**src/core/trc_defines.svh**
```systemverilog
`ifndef TRC_DEFINES_SVH
`define TRC_DEFINES_SVH

// register indices; avalon word address equals index, byte address is index times four
`define TRC_IDX_READ_SYNC_REQUEST 4'h2
`define TRC_IDX_CLR 4'h4
`define TRC_IDX_SET 4'h5
`define TRC_IDX_CHCFG 4'h6
`define TRC_IDX_DBG 4'h8
`define TRC_IDX_SYNCDATA 4'hA
`define TRC_IDX_STATUS 4'hB

// offsets that the read offset field may select
`define TRC_TGT_COUNT 5'h10
`define TRC_TGT_CC0 5'h18
`define TRC_TGT_CC1 5'h1A

// field positions
`define TRC_RR_TRIG 15
`define TRC_RR_CONT 14
`define TRC_CB_CMD_HI 7
`define TRC_CB_CMD_LO 6
`define TRC_CB_SINGLE 2
`define TRC_CB_DIR 0
`define TRC_CC_CAPT_HI 5
`define TRC_CC_CAPT_LO 4
`define TRC_CC_INV_HI 1
`define TRC_CC_INV_LO 0
`define TRC_DBG_RUN 0
`define TRC_ST_BUSY 0
`define TRC_ST_RUNNING 1

// reset values
`define TRC_RST_ADDR 5'h00
`define TRC_RST_CB 2'h0
`define TRC_RST_CH 2'h0

// prescaled timer clock: one tick every this many core_clk cycles
`define TRC_PRESC_DIV 8'h04

`endif

```
**src/core/trc_pkg.sv**
```systemverilog
package trc_pkg;

   // run command encoding
   typedef enum logic [1:0] {
      TRC_CMD_NONE = 2'b00,
      TRC_CMD_RETRIGGER = 2'b01,
      TRC_CMD_STOP = 2'b10,
      TRC_CMD_RSVD = 2'b11
   } trc_cmd_t;

   // read synchronisation state
   typedef enum logic [0:0] {
      TRC_SYNC_IDLE = 1'b0,
      TRC_SYNC_BUSY = 1'b1
   } trc_sync_t;

endpackage

```
**src/core/trc_run_control.sv**
```systemverilog
// Added by the designer: the Avalon-MM interface to the registers.
`include "trc_defines.svh"

module trc_run_control
   import trc_pkg::*;
(
   input wire logic core_clk, // 100 MHz core clock
   input wire logic sys_rst, // synchronous reset, active high
   input wire logic softReset, // software reset pulse, keeps debug control
   input wire logic [3:0] avs_address, // avalon word address
   input wire logic avs_read, // avalon read request
   input wire logic avs_write, // avalon write request
   input wire logic [3:0] avs_byteenable, // avalon byte enables
   input wire logic [31:0] avs_writedata, // avalon write data
   output logic [31:0] avs_readdata, // avalon read data, registered
   output logic avs_waitrequest, // avalon wait request
   input wire logic [15:0] countValue, // live counter value from the core
   input wire logic [15:0] compareCapture0, // live channel 0 value
   input wire logic [15:0] compareCapture1, // live channel 1 value
   input wire logic wrapEvent, // counter overflow or underflow pulse
   input wire logic debugHalted, // cpu halted in debug mode
   input wire logic [1:0] waveformRaw, // waveform outputs before inversion
   output logic [1:0] waveformOut, // waveform outputs after inversion
   output logic [1:0] captureSelect, // per channel: 1 capture, 0 compare
   output logic countDown, // direction: 1 decrement, 0 increment
   output logic singlePass, // single pass mode active
   output logic counterRunning, // counter run state
   output logic retriggerPulse, // one tick-aligned retrigger pulse
   output logic stopPulse, // one tick-aligned stop pulse
   output logic timerEnable, // timer may advance this cycle
   output logic prescTick, // prescaled timer clock enable
   output logic [15:0] syncValue, // last synchronised register value
   output logic syncPending // sync pending flag
);

   logic ackReg;
   logic [7:0] prescCnt_reg;
   logic [1:0] cmd_reg;
   logic single_reg;
   logic dir_reg;
   logic [1:0] capt_reg;
   logic [1:0] inv_reg;
   logic run_when_halted_reg;
   logic cont_reg;
   logic [4:0] addr_reg;
   trc_sync_t sync_reg;
   logic [15:0] syncData_reg;
   logic running_reg;
   logic [31:0] readdata_reg;
   logic [1:0] waveOut_reg;
   logic retrig_reg;
   logic stop_reg;
   logic wrTake;
   logic rdTake;
   logic wrLane0;
   logic wrLane1;
   logic trigWrite;
   logic contChange;
   logic execNow;
   logic [15:0] targetValue;
   logic [1:0] cmdSetBits;
   logic [1:0] cmdClrBits;
   logic [1:0] cmd_next;
   logic [31:0] readdata_next;
   logic wrSet;
   logic wrClr;
   logic wrChcfg;
   logic wrDbg;
   logic wrReqLo;
   logic wrReqHi;
   logic [4:0] trigAddr;
   logic trigValid;

   // true for offsets that may be read-synchronised
   function automatic logic isSyncTarget(input logic [4:0] off);
      isSyncTarget = (off == `TRC_TGT_COUNT) || (off == `TRC_TGT_CC0) ||
                     (off == `TRC_TGT_CC1);
   endfunction

   // one byte lane of a completed write that hits a given register index
   function automatic logic laneHit(input logic lane,
                                    input logic [3:0] adr,
                                    input logic [3:0] idx);
      laneHit = lane && (adr == idx);
   endfunction

   // live value of the register at a sync offset, zero if not a target
   function automatic logic [15:0] targetMux(input logic [4:0] off,
                                             input logic [15:0] cnt,
                                             input logic [15:0] c0,
                                             input logic [15:0] c1);
      case (off)
         `TRC_TGT_COUNT: targetMux = cnt;
         `TRC_TGT_CC0: targetMux = c0;
         `TRC_TGT_CC1: targetMux = c1;
         default: targetMux = 16'h0000;
      endcase
   endfunction

   // shared view of both set and clear registers
   function automatic logic [31:0] ctrlView(input logic [1:0] cmd,
                                            input logic single,
                                            input logic dir);
      ctrlView = 32'h0000_0000;
      ctrlView[`TRC_CB_CMD_HI:`TRC_CB_CMD_LO] = cmd;
      ctrlView[`TRC_CB_SINGLE] = single;
      ctrlView[`TRC_CB_DIR] = dir;
   endfunction

   // bus handshake: every access answers in the second cycle
   assign avs_waitrequest = (avs_read | avs_write) & ~ackReg;
   assign wrTake = avs_write & ackReg;
   assign rdTake = avs_read & ~ackReg;
   assign wrLane0 = wrTake & avs_byteenable[0];
   assign wrLane1 = wrTake & avs_byteenable[1];

   always_ff @(posedge core_clk) begin
      if (sys_rst) begin
         ackReg <= 1'b0;
      end else begin
         ackReg <= (avs_read | avs_write) & ~ackReg;
      end
   end

   // write strobes per register; a lane that is not enabled leaves its bits untouched
   assign wrSet = laneHit(wrLane0, avs_address, `TRC_IDX_SET);
   assign wrClr = laneHit(wrLane0, avs_address, `TRC_IDX_CLR);
   assign wrChcfg = laneHit(wrLane0, avs_address, `TRC_IDX_CHCFG);
   assign wrDbg = laneHit(wrLane0, avs_address, `TRC_IDX_DBG);
   assign wrReqLo = laneHit(wrLane0, avs_address, `TRC_IDX_READ_SYNC_REQUEST);
   assign wrReqHi = laneHit(wrLane1, avs_address, `TRC_IDX_READ_SYNC_REQUEST);

   // prescaler divider; the tick stands in for the prescaled timer clock
   always_ff @(posedge core_clk) begin
      if (sys_rst || softReset) begin
         prescCnt_reg <= 8'h00;
      end else if (prescCnt_reg == `TRC_PRESC_DIV - 8'h01) begin
         prescCnt_reg <= 8'h00;
      end else begin
         prescCnt_reg <= prescCnt_reg + 8'h01;
      end
   end
   assign prescTick = (prescCnt_reg == `TRC_PRESC_DIV - 8'h01) & timerEnable;

   // the timer halts in debug unless told to run on
   assign timerEnable = ~debugHalted | run_when_halted_reg;

   // command bits written through each view
   assign cmdSetBits = wrSet ?
                       avs_writedata[`TRC_CB_CMD_HI:`TRC_CB_CMD_LO] : 2'b00;
   assign cmdClrBits = wrClr ?
                       avs_writedata[`TRC_CB_CMD_HI:`TRC_CB_CMD_LO] : 2'b00;
   assign execNow = prescTick && (cmd_reg != TRC_CMD_NONE);

   // next pending command; a set arriving with execution survives as a new command
   always_comb begin
      cmd_next = cmd_reg & ~cmdClrBits;
      if (execNow) begin
         cmd_next = TRC_CMD_NONE;
      end
      cmd_next = cmd_next | cmdSetBits;
   end

   // pending command register, one state behind both views
   always_ff @(posedge core_clk) begin
      if (sys_rst || softReset) begin
         cmd_reg <= `TRC_RST_CB;
      end else begin
         cmd_reg <= cmd_next;
      end
   end

   // command decode; the reserved code is dropped without effect
   always_ff @(posedge core_clk) begin
      if (sys_rst || softReset) begin
         retrig_reg <= 1'b0;
         stop_reg <= 1'b0;
      end else begin
         retrig_reg <= execNow && (cmd_reg == TRC_CMD_RETRIGGER);
         stop_reg <= execNow && (cmd_reg == TRC_CMD_STOP);
      end
   end
   assign retriggerPulse = retrig_reg;
   assign stopPulse = stop_reg;

   // single pass, one shared state behind both views
   always_ff @(posedge core_clk) begin
      if (sys_rst || softReset) begin
         single_reg <= 1'b0;
      end else if (wrSet) begin
         single_reg <= single_reg | avs_writedata[`TRC_CB_SINGLE];
      end else if (wrClr) begin
         single_reg <= single_reg & ~avs_writedata[`TRC_CB_SINGLE];
      end
   end

   // count direction; zeros written through either view leave it as it was
   always_ff @(posedge core_clk) begin
      if (sys_rst || softReset) begin
         dir_reg <= 1'b0;
      end else if (wrSet) begin
         dir_reg <= dir_reg | avs_writedata[`TRC_CB_DIR];
      end else if (wrClr) begin
         dir_reg <= dir_reg & ~avs_writedata[`TRC_CB_DIR];
      end
   end
   assign singlePass = single_reg;
   assign countDown = dir_reg;

   // run state: single pass stops after the wrap that ends the pass
   always_ff @(posedge core_clk) begin
      if (sys_rst || softReset) begin
         running_reg <= 1'b0;
      end else if (retrig_reg) begin
         running_reg <= 1'b1;
      end else if (stop_reg) begin
         running_reg <= 1'b0;
      end else if (wrapEvent && single_reg && timerEnable) begin
         running_reg <= 1'b0;
      end
   end
   assign counterRunning = running_reg;

   // capture select per channel, two channels
   always_ff @(posedge core_clk) begin
      if (sys_rst || softReset) begin
         capt_reg <= `TRC_RST_CH;
      end else if (wrChcfg) begin
         capt_reg <= avs_writedata[`TRC_CC_CAPT_HI:`TRC_CC_CAPT_LO];
      end
   end

   // output invert per channel, written in the same access as capture select
   always_ff @(posedge core_clk) begin
      if (sys_rst || softReset) begin
         inv_reg <= `TRC_RST_CH;
      end else if (wrChcfg) begin
         inv_reg <= avs_writedata[`TRC_CC_INV_HI:`TRC_CC_INV_LO];
      end
   end
   assign captureSelect = capt_reg;

   // registered output inversion costs one cycle of waveform latency
   always_ff @(posedge core_clk) begin
      if (sys_rst) begin
         waveOut_reg <= 2'b00;
      end else begin
         waveOut_reg <= waveformRaw ^ inv_reg;
      end
   end
   assign waveformOut = waveOut_reg;

   // debug control ignores software reset on purpose
   always_ff @(posedge core_clk) begin
      if (sys_rst) begin
         run_when_halted_reg <= 1'b0;
      end else if (wrDbg) begin
         run_when_halted_reg <= avs_writedata[`TRC_DBG_RUN];
      end
   end

   // read request: offset in lane 0, continuous bit in lane 1
   always_ff @(posedge core_clk) begin
      if (sys_rst || softReset) begin
         addr_reg <= `TRC_RST_ADDR;
         cont_reg <= 1'b0;
      end else begin
         if (wrReqLo) begin
            addr_reg <= avs_writedata[4:0];
         end
         if (wrReqHi) begin
            cont_reg <= avs_writedata[`TRC_RR_CONT];
         end
      end
   end

   // trigger is a write-only strobe and is never stored
   assign trigWrite = wrReqHi && avs_writedata[`TRC_RR_TRIG];
   // an offset written in the same access as the trigger is the one that is synchronised
   assign trigAddr = wrReqLo ? avs_writedata[4:0] : addr_reg;
   assign trigValid = trigWrite && isSyncTarget(trigAddr);
   assign targetValue = targetMux(addr_reg, countValue, compareCapture0, compareCapture1);
   // continuous mode watches the live value against the last snapshot
   assign contChange = cont_reg && isSyncTarget(addr_reg) &&
                       (targetValue != syncData_reg);

   // sync engine: snapshot taken on the next timer tick, a new request wins over completion
   always_ff @(posedge core_clk) begin
      if (sys_rst || softReset) begin
         sync_reg <= TRC_SYNC_IDLE;
         syncData_reg <= 16'h0000;
      end else begin
         case (sync_reg)
            TRC_SYNC_IDLE: begin
               if (trigValid || contChange) begin
                  sync_reg <= TRC_SYNC_BUSY;
               end
            end
            TRC_SYNC_BUSY: begin
               if (prescTick) begin
                  syncData_reg <= targetValue;
                  if (!trigValid) begin
                     sync_reg <= TRC_SYNC_IDLE;
                  end
               end
            end
            default: begin
               sync_reg <= TRC_SYNC_IDLE;
            end
         endcase
      end
   end
   assign syncPending = (sync_reg == TRC_SYNC_BUSY);
   assign syncValue = syncData_reg;

   // read mux; reserved and unmapped positions stay zero
   always_comb begin
      readdata_next = 32'h0000_0000;
      case (avs_address)
         `TRC_IDX_READ_SYNC_REQUEST: begin
            readdata_next[`TRC_RR_CONT] = cont_reg; // trigger reads zero
            readdata_next[4:0] = addr_reg;
         end
         `TRC_IDX_CLR: readdata_next = ctrlView(cmd_reg, single_reg, dir_reg);
         `TRC_IDX_SET: readdata_next = ctrlView(cmd_reg, single_reg, dir_reg);
         `TRC_IDX_CHCFG: begin
            readdata_next[`TRC_CC_CAPT_HI:`TRC_CC_CAPT_LO] = capt_reg;
            readdata_next[`TRC_CC_INV_HI:`TRC_CC_INV_LO] = inv_reg;
         end
         `TRC_IDX_DBG: readdata_next[`TRC_DBG_RUN] = run_when_halted_reg;
         `TRC_IDX_SYNCDATA: readdata_next[15:0] = syncData_reg;
         `TRC_IDX_STATUS: begin
            readdata_next[`TRC_ST_BUSY] = syncPending;
            readdata_next[`TRC_ST_RUNNING] = running_reg;
         end
         default: readdata_next = 32'h0000_0000; // unmapped reads zero
      endcase
   end

   // read data registered in the wait cycle, stands at the answering edge
   always_ff @(posedge core_clk) begin
      if (sys_rst) begin
         readdata_reg <= 32'h0000_0000;
      end else if (rdTake) begin
         readdata_reg <= readdata_next;
      end
   end
   assign avs_readdata = readdata_reg;

endmodule // trc_run_control

```
**config.mk**
```make
export PLATFORM = sky130hd
export DESIGN_NAME = trc_run_control
export DESIGN_NICKNAME = d
export VERILOG_FILES = /design/src/core/trc_pkg.sv /design/src/core/trc_run_control.sv
export VERILOG_INCLUDE_DIRS = /design/src /design/src/core
export SDC_FILE = /design/constraint.sdc
export NUM_CORES = 1
export LEC_CHECK = 0
export BUFFER_PORTS_ARGS = -buffer_cell sky130_fd_sc_hd__buf_2
export CORE_ASPECT_RATIO = 0.6
export CORE_MARGIN = 2
export CORE_UTILIZATION = 45
export CTS_CLUSTER_SIZE = 16
export DETAILED_ROUTE_END_ITERATION = 8
export MAX_ROUTING_LAYER = met4
export PLACE_DENSITY = 0.73
export SETUP_SLACK_MARGIN = 0.02
export SLEW_MARGIN = 10
export SYNTH_ARGS = -nofsm -noshare
export SYNTH_HDL_FRONTEND = slang
export SYNTH_SLANG_ARGS = --single-unit
```
**constraint.sdc**
```tcl
create_clock -name core_clk -period 2.49 [get_ports core_clk]
set_input_delay 0.498 -clock core_clk [delete_from_list [all_inputs] [get_ports core_clk]]
set_output_delay 0.498 -clock core_clk [all_outputs]
set_load 0.02 [all_outputs]
```
-- Word-level counts from Yosys, hierarchy flattened
Cells that the tools add are included.
- output and inout bits: 61
- logic and storage cells: 107
- register bits after elaboration: 62
- reductions and logical operators: 27
- muxes and demuxes: 24
- add/sub/neg operators: 1
- equal/unequal tests: 17
- bitwise operators: 21
- operators with widths (kind ; number):
    $pmux W16 S3 ; 1
    $eq A5 B5 Y1 const B ; 6
    $ne A16 B16 Y1 ; 1
    $pmux W8 S2 ; 1
    $logic_and A1 B1 Y1 ; 15
    $eq A4 B3 Y1 const B ; 3
    $eq A4 B4 Y1 const B ; 3
    $mux W1 ; 11
    $add A8 B1 Y8 const B ; 1
    $and A1 B1 Y1 ; 8
    $eq A8 B2 Y1 const B ; 1
    $logic_or A1 B1 Y1 ; 6
    $mux W2 ; 3
    $pmux W1 S2 ; 3
    $pmux W1 S6 ; 1
    $pmux W2 S3 ; 1
    $mux W5 ; 1
    $not A1 Y1 ; 5
    $eq A4 B2 Y1 const B ; 1
    $or A1 B1 Y1 ; 4
    $pmux W1 S4 ; 1
    $reduce_bool A2 Y1 ; 2
    $reduce_or A2 Y1 ; 2
    $pmux W1 S3 ; 1
    8 further kinds ; 8

-- Longest topological paths before layout
Gate-level depths: netlist of run 1.
- word-level depth: 11
- depth in mapped cells: 10

-- Worst setup path after synthesis of run 1
No wires, ideal clock.
- path type: register -> output
- start: reg prescCnt_reg[0]
- end: out prescTick
- cell stages (with the launch flop): 7
- arrival: 1.621 ns
- path slack: 0.371 ns
- required time: 1.992 ns
- path through: dfxtp_1 -> ha_1 -> or4b_1 -> nor4_2 -> nand2_1 -> clkinv_2 -> buf_2
- word-level cells in the longest chain between the ends: 2
- ends and longest elaborated chain (item ; line ; RTL):
    from (decl) ; trc_run_control.sv:37 ; logic [7:0] prescCnt_reg;
    from (signal assigned) ; trc_run_control.sv:140 ; prescCnt_reg <= prescCnt_reg + 8'h01;
    $eq A8 B2 Y1 ; trc_run_control.sv:143 ; assign prescTick = (prescCnt_reg == `TRC_PRESC_DIV - 8'h01) & timerEnable;
    $and A1 B1 Y1 ; trc_run_control.sv:143 ;
    to (decl) ; trc_run_control.sv:31 ; output logic prescTick,
Every way passes these cells.

-- Worst setup path in the final report of run 1
- start: reg prescCnt_reg[1]
- end: out prescTick
Same word-level chain as after synthesis.

==> results.ini, run 1 <==
[floorplanning]
fp.dieArea_um2 = 8950
ios = 158
die_h_um = 74.1
start_util = 0.465
core_area_um2 = 7910
die_w_um = 121
rows = 25

[grt]
grt_first_pass_wirelength_um = 16800
grt_overflow = 0
grt_pass1_vias = 3451
grt_max_degree = 33
antenna_found_initial = 0
track_usage = 0.249

[setup_path]
worst-setup-path-type = flip-flop to output pin
worstPathArrival_ns = 1.82
path_max_fanout = 2
crit_chain = ha_4 -> or4b_4 -> nor4_4 -> nand2_1 -> clkinv_2 -> buf_6
worstPathRequired_ns = 1.99
crit_slowest_cell = or4b_4
cpPeakStageDelay_ns = 0.46
startpoint_type = flip-flop
end_kind = output pin

[power_and_ir_drop]
p_clk_frac = 0.474
p_sw_frac = 0.243
power_density_nw_per_um2 = 501
ir_drop_mv = 0.444
power.total_mw = 2.35
p_seq_frac = 0.427
p_sw_uw = 571
combPwrFrac = 0.098
internal_power_mw = 1.78
p_leak_nw = 1.99

[clock_tree]
clock_insertion_delay_worst_skew_ns = 0.33
numCtsBuffers = 9
htreeDepth = 3
cts_sinks = 62
root_buffer = clkbuf_16
clkSlewWorstSetupHoldPaths_ns = 0.05
cts_tree = done
cts_buffer_depth = 2
ctsHoldBuffers = 0

[yosys]
ys_seq_elements = 62
synth-edff-count = 0
syn_area_per_cell_um2 = 8.15
synth_area_leaders = dfxtp_1, mux2i_1, nor2_1
ys_seq_area_frac = 0.337
yosysTopAreaCell = dfxtp_1
synth_top_flop_cell = dfxtp_1
synth_area_um2 = 3680
yosysTopAreaCellShare = 0.337
synth_cell_types = 68
yosys_warnings = 0
synth_cells = 452
async_flop_share = 0

[detailed_routing]
avgViaCountPerCell = 5.67
antenna_left = 0
first_pass_iters = 5
routedWlPerCell_um = 16.0
via_count = 3871
wirelength_um = 10900
drc = 0
drt_iter0_drc = 317

[placed_design]
placed_cell_area_um2 = 4330
io_buffers = 117
gp_congestion = 0.900
dpl.hpwl_um = 8330
pre_cts_ws_ns = 0.157
numPlacedInstances = 661

[sta]
period_share = 0.931
worst_slack_ns = 0.171
maxSlewViolCount = 0
setup_violations = 0
fin_crit_ns = 2.32
tns_ns = 0
hold_viol = 0
worst_pin_slew_ns = 0.592
skew_ns = 0.00800
hold_ws_ns = 0.404
rsz0062_at_grt = no
relSlewSlack = 0.605
timing.fmax_ghz = 0.431

[status]
status = completed

[finish]
final_cell_area_um2 = 4700
area_growth_pct = 27.5
postLayoutCoreUtil = 0.594
fillers = 705
layout-drive-gt1-share = 0.301
nNetsFinal = 668
layout.cells.non_filler = 683
antennaDiodeCount = 0
multi_input_area_um2 = 2220
seq_area_um2 = 1250

[job]
maxCapViolCount = 0

[min_path]
hp-class = input pin to flip-flop

==> synthesized netlist by cell type (all sizes together) (3+ instances only) <==
cell type  count
o211a          5
nand3         20
o21a           3
nor2          65
buf           33
dfxtp         62
nor3          16
mux2i         29
nand4         14
a31oi          3
a21oi         32
a22oi         12
nor4           5
xor2           6
nor4b          4
nor2b          4
xnor2          7
o2bb2ai        7
o2111a         3
o21ai         15
inv           10
nor3b          4
a21boi         3
nand2b         6
a211oi         8
nand2         23
and3           3
clkbuf        15
==> area by class of cell <==
cell class / instances / area share
Multi-Input combinational cell: 346 / 0.474
Sequential cell: 62 / 0.266
Timing Repair Buffer: 140 / 0.166
Clock buffer: 12 / 0.0525
Tap cell: 108 / 0.0288
Inverter: 11 / 0.00905
Clock inverter: 4 / 0.00479
==> routing by layer <==
layer	routed length, um	global-route usage
met5	0	-
met4	85	0.0556
met3	946	0.0652
met2	4770	0.380
met1	5140	0.335
==> worst max-delay path: cells and delay by family (launching register included) <==
kind	cells	cell delay (ns)
adder cells (fa/ha/maj)	1	0.13
AND/OR/NAND/NOR	3	0.76
buffers and inverters	2	0.25
flip-flops	1	0.36
==> timing repair <==
action | CTS | global route
gates cloned | 0 | 1
resized for setup | 10 | 4
buffers inserted | 5 | 0
endpoints found under the hold margin | 0 | 0
pin swaps | 3 | 1
endpoints found under the setup margin | 1 | 6
==> kinds of logic after synthesis <==
kind of cell / count (synthesis) / share of synthesized area
and+or+nand+nor: 174 / 0.240
AOI/OAI and AO/OA: 111 / 0.214
DFF: 62 / 0.337
buffers and inverters: 59 / 0.0859
muxes: 31 / 0.0870
xor gates and xnor gates: 13 / 0.0309
adders and majority gates: 1 / 0.00340
other: 1 / 0.00102
==> power by group through the flow <==
stage | Combinational [mW] | Sequential (mW) | Clock (mW)
6_report | 0.232 | 1.01 | 1.12
4_1_cts | 0.228 | 1.01 | 1.14
3_3_place_gp | 0.218 | 1.03 | 0
5_1_grt | 0.252 | 1.01 | 1.18
3_5_place_dp | 0.223 | 1.03 | 0
2_1_floorplan | 0.139 | 1.03 | 0
==> path summary, 6_finish.rpt <==
| check | to | cells past startpoint | start | slack, ns |
|---|---|---|---|---|
| worst max register to register | syncPending$_SDFF_PP0_ | 8 | addr_reg[3]$_SDFF_PP0_ | 0.21 |
| worst min register to register | avs_readdata[2]$_SDFFE_PP0P_ | 2 | avs_readdata[2]$_SDFFE_PP0P_ | 0.46 |
| worst max-delay path | prescTick | 6 | prescCnt_reg[1]$_SDFF_PP0_ | 0.17 |
| worst min-delay path | captureSelect[1]$_SDFFE_PP0P_ | 3 | avs_writedata[5] | 0.40 |
==> cell usage in the layout, fill, tap and decap left out, drive strengths merged, types with 14 or more instances in the layout <==
cell type,Yosys,final
buf,33,140
nor2,65,65
dfxtp,62,62
a21oi,32,32
mux2i,29,29
nand2,23,23
nand3,20,20
conb,1,16
nor3,16,16
o21ai,15,15
nand4,14,14
No activity file was read; power rests on OpenSTA's default activity.
==> inputs of run 2 (changes only) <==
--- a/config.mk
+++ b/config.mk
@@ -9,11 +9,11 @@
 export BUFFER_PORTS_ARGS = -buffer_cell sky130_fd_sc_hd__buf_2
 export CORE_ASPECT_RATIO = 0.6
 export CORE_MARGIN = 2
-export CORE_UTILIZATION = 45
+export CORE_UTILIZATION = 35
 export CTS_CLUSTER_SIZE = 16
 export DETAILED_ROUTE_END_ITERATION = 8
 export MAX_ROUTING_LAYER = met4
-export PLACE_DENSITY = 0.73
+export PLACE_DENSITY = 0.59
 export SETUP_SLACK_MARGIN = 0.02
 export SLEW_MARGIN = 10
 export SYNTH_ARGS = -nofsm -noshare
==> run 2 against run 1 <==
Cell count up 3.2%. Combinational power about the same. Die area up 27%. Design area up 0.83%. Sequential cell count unchanged. Power up 6.2%. Routed wire length up 2.8%. Critical endpoint unchanged.
==> results.ini, run 2 (synthesis gave the netlist of run 1 again) <==
[setup_path]
end_kind = output pin
startpoint_type = flip-flop
reg2reg_from = prescCnt_reg[0]$_SDFF_PP0_
r2r_end = syncValue[1]$_SDFFE_PP0P_
worstPathRequired_ns = 1.99  ; about the same
rrSetupSlack_ns = 0.25  ; +0.04 ns
path_max_fanout = 2  ; unchanged
reg2reg_depth = 11  ; +3
worst-setup-path-type = flip-flop to output pin
worstPathArrival_ns = 1.87  ; +0.05 ns

[clock_tree]
cts_tree = done
root_buffer = clkbuf_16
numCtsBuffers = 9  ; unchanged
cts_buffer_depth = 2  ; unchanged
cts_sinks = 62  ; unchanged
clock_insertion_delay_worst_skew_ns = 0.33  ; about the same
htreeDepth = 3  ; unchanged
clkSlewWorstSetupHoldPaths_ns = 0.06  ; about the same

[grt]
grt_first_pass_wirelength_um = 18000  ; +6.9%
track_usage = 0.205  ; -0.0447
antenna_found_initial = 0  ; unchanged
grt_max_degree = 32  ; -3.0%
grt_overflow = 0  ; unchanged
grt_pass1_vias = 3572  ; +3.5%

[sta]
maxSlewViolCount = 0  ; unchanged
rsz0062_at_grt = no
tns_ns = 0  ; unchanged
worst_pin_slew_ns = 0.573  ; -0.0187 ns
skew_ns = 0.00724  ; -0.000763 ns
hold_viol = 0  ; unchanged
fin_crit_ns = 2.36  ; +0.0452 ns
setup_violations = 0  ; unchanged
relSlewSlack = 0.617  ; +0.0125
timing.fmax_ghz = 0.423  ; -1.9%
period_share = 0.949  ; +0.0182

[min_path]
hp-class = input pin to flip-flop
whs_endpoint = captureSelect[1]$_SDFFE_PP0P_
hp-start = avs_writedata[5]
holdPathStages = 3  ; unchanged

[floorplanning]
ios = 158  ; unchanged
start_util = 0.366  ; -0.0991
rows = 28  ; +12%
core_area_um2 = 10100  ; +27%
die_w_um = 136  ; +13%
die_h_um = 83.5  ; +13%
fp.dieArea_um2 = 11400  ; +27%

[power_and_ir_drop]
internal_power_mw = 1.89  ; +6.2%
p_seq_frac = 0.402  ; -0.025
ir_drop_mv = 0.388  ; -13%
combPwrFrac = 0.093  ; -0.005
p_clk_frac = 0.505  ; +0.031
p_sw_frac = 0.242  ; about the same
p_sw_uw = 606  ; +6.1%
power_density_nw_per_um2 = 528  ; +5.3%
p_leak_nw = 1.98  ; -0.54%

[finish]
area_growth_pct = 28.6
layout_commonest_cell = buf_2
layout-drive-gt1-share = 0.300  ; -0.000870
postLayoutCoreUtil = 0.471  ; -0.123
nNetsFinal = 663  ; -0.75%
final_cell_mix = buf_2, nor2_1, dfxtp_1
antennaDiodeCount = 0  ; unchanged

[placed_design]
gp_congestion = 0.903  ; +0.29%
dpl.hpwl_um = 8620  ; +3.5%
io_buffers = 117  ; unchanged

[detailed_routing]
drt_iter0_drc = 270  ; -15%
first_pass_iters = 5  ; unchanged
antenna_left = 0  ; unchanged
drc = 0  ; unchanged
wirelength_um = 11300  ; +2.8%
avgViaCountPerCell = 5.44  ; -4.1%
routedWlPerCell_um = 16.0  ; -0.40%
via_count = 3833  ; -0.98%

[job]
maxCapViolCount = 0  ; unchanged

[status]
status = completed

[run 2: cell types whose count changed in the layout (fill, tap and decap cells not counted), moves of 2 or more]
| cell | change |
|---|---|
| clkinv_4 | +2 |
| clkinv_2 | -4 |
| dfxtp_2 | +2 |
| dfxtp_4 | -2 |
| buf_4 | -5 |
| buf_12 | +2 |
| clkinvlp_4 | +2 |
| clkbuf_1 | -2 |
[run 2: how the worst max path moves through the flow]
stage | startpoint | end
floorplan | prescCnt_reg[0]$_SDFF_PP0_ | prescTick
global placement | addr_reg[3]$_SDFF_PP0_ | syncPending$_SDFF_PP0_
detailed placement | addr_reg[3]$_SDFF_PP0_ | syncPending$_SDFF_PP0_
CTS | prescCnt_reg[0]$_SDFF_PP0_ | prescTick
global route | prescCnt_reg[0]$_SDFF_PP0_ | prescTick
finish | prescCnt_reg[0]$_SDFF_PP0_ | prescTick
[run 2: cell type report]
cell class                 count  area (um2)
fill                         971        5320
inverter                      11        46.3
timing repair buffer         135         764
clock buffer                  10         239
multi-input combinational    346        2200
tap                          135         169
clock inverter                 6        70.1
sequential                    62        1240
[run 2: repair_timing]
item	CTS	global route
resized for setup	8	3
hold buffers	0	0
pin swaps	2	1
endpoints found under the setup margin	1	12
buffers inserted	4	0
[run 2: layer usage]
| layer | global-route usage | vias to the layer above | wire [um] |
|---|---|---|---|
| met1 | 0.274 | 1808 | 5280 |
| met5 | - | - | 0 |
| met4 | 0.0455 | 0 | 111 |
| met2 | 0.312 | 161 | 5040 |
| met3 | 0.0504 | 21 | 821 |
| li1 | - | 1843 | - |
[run 2: critical path, stage by stage (launching register included)]
cell and delay (ns):
dfxtp_2 0.33, ha_2 0.17, or4b_4 0.47, nor4_4 0.19, nand2_2 0.15, clkinv_4 0.09, buf_4 0.14
[run 2: metrics by stage]
step | worst slack (ns) | hold WS (ns) | power, mW | std cells | cell area [um2]
5_1_grt | 0.0320 | 0.418 | 2.59 | 705 | 4740
3_3_place_gp | 0.218 | 0.445 | 1.25 | 685 | 4360
6_report | 0.126 | 0.408 | 2.50 | 705 | 4740
3_5_place_dp | 0.170 | 0.445 | 1.25 | 685 | 4360
4_1_cts | 0.0252 | 0.403 | 2.52 | 705 | 4730
2_1_floorplan | 0.371 | 0.437 | 1.17 | 467 | 3740
[run 2: power by group through the flow]
stage               Clock, mW  Sequential, mW  Combinational, mW
detailed placement          0            1.03              0.224
finish                   1.26            1.01              0.232
floorplan                   0            1.03              0.139
global placement            0            1.03              0.220
global route             1.33            1.01              0.253
CTS                      1.28            1.01              0.230
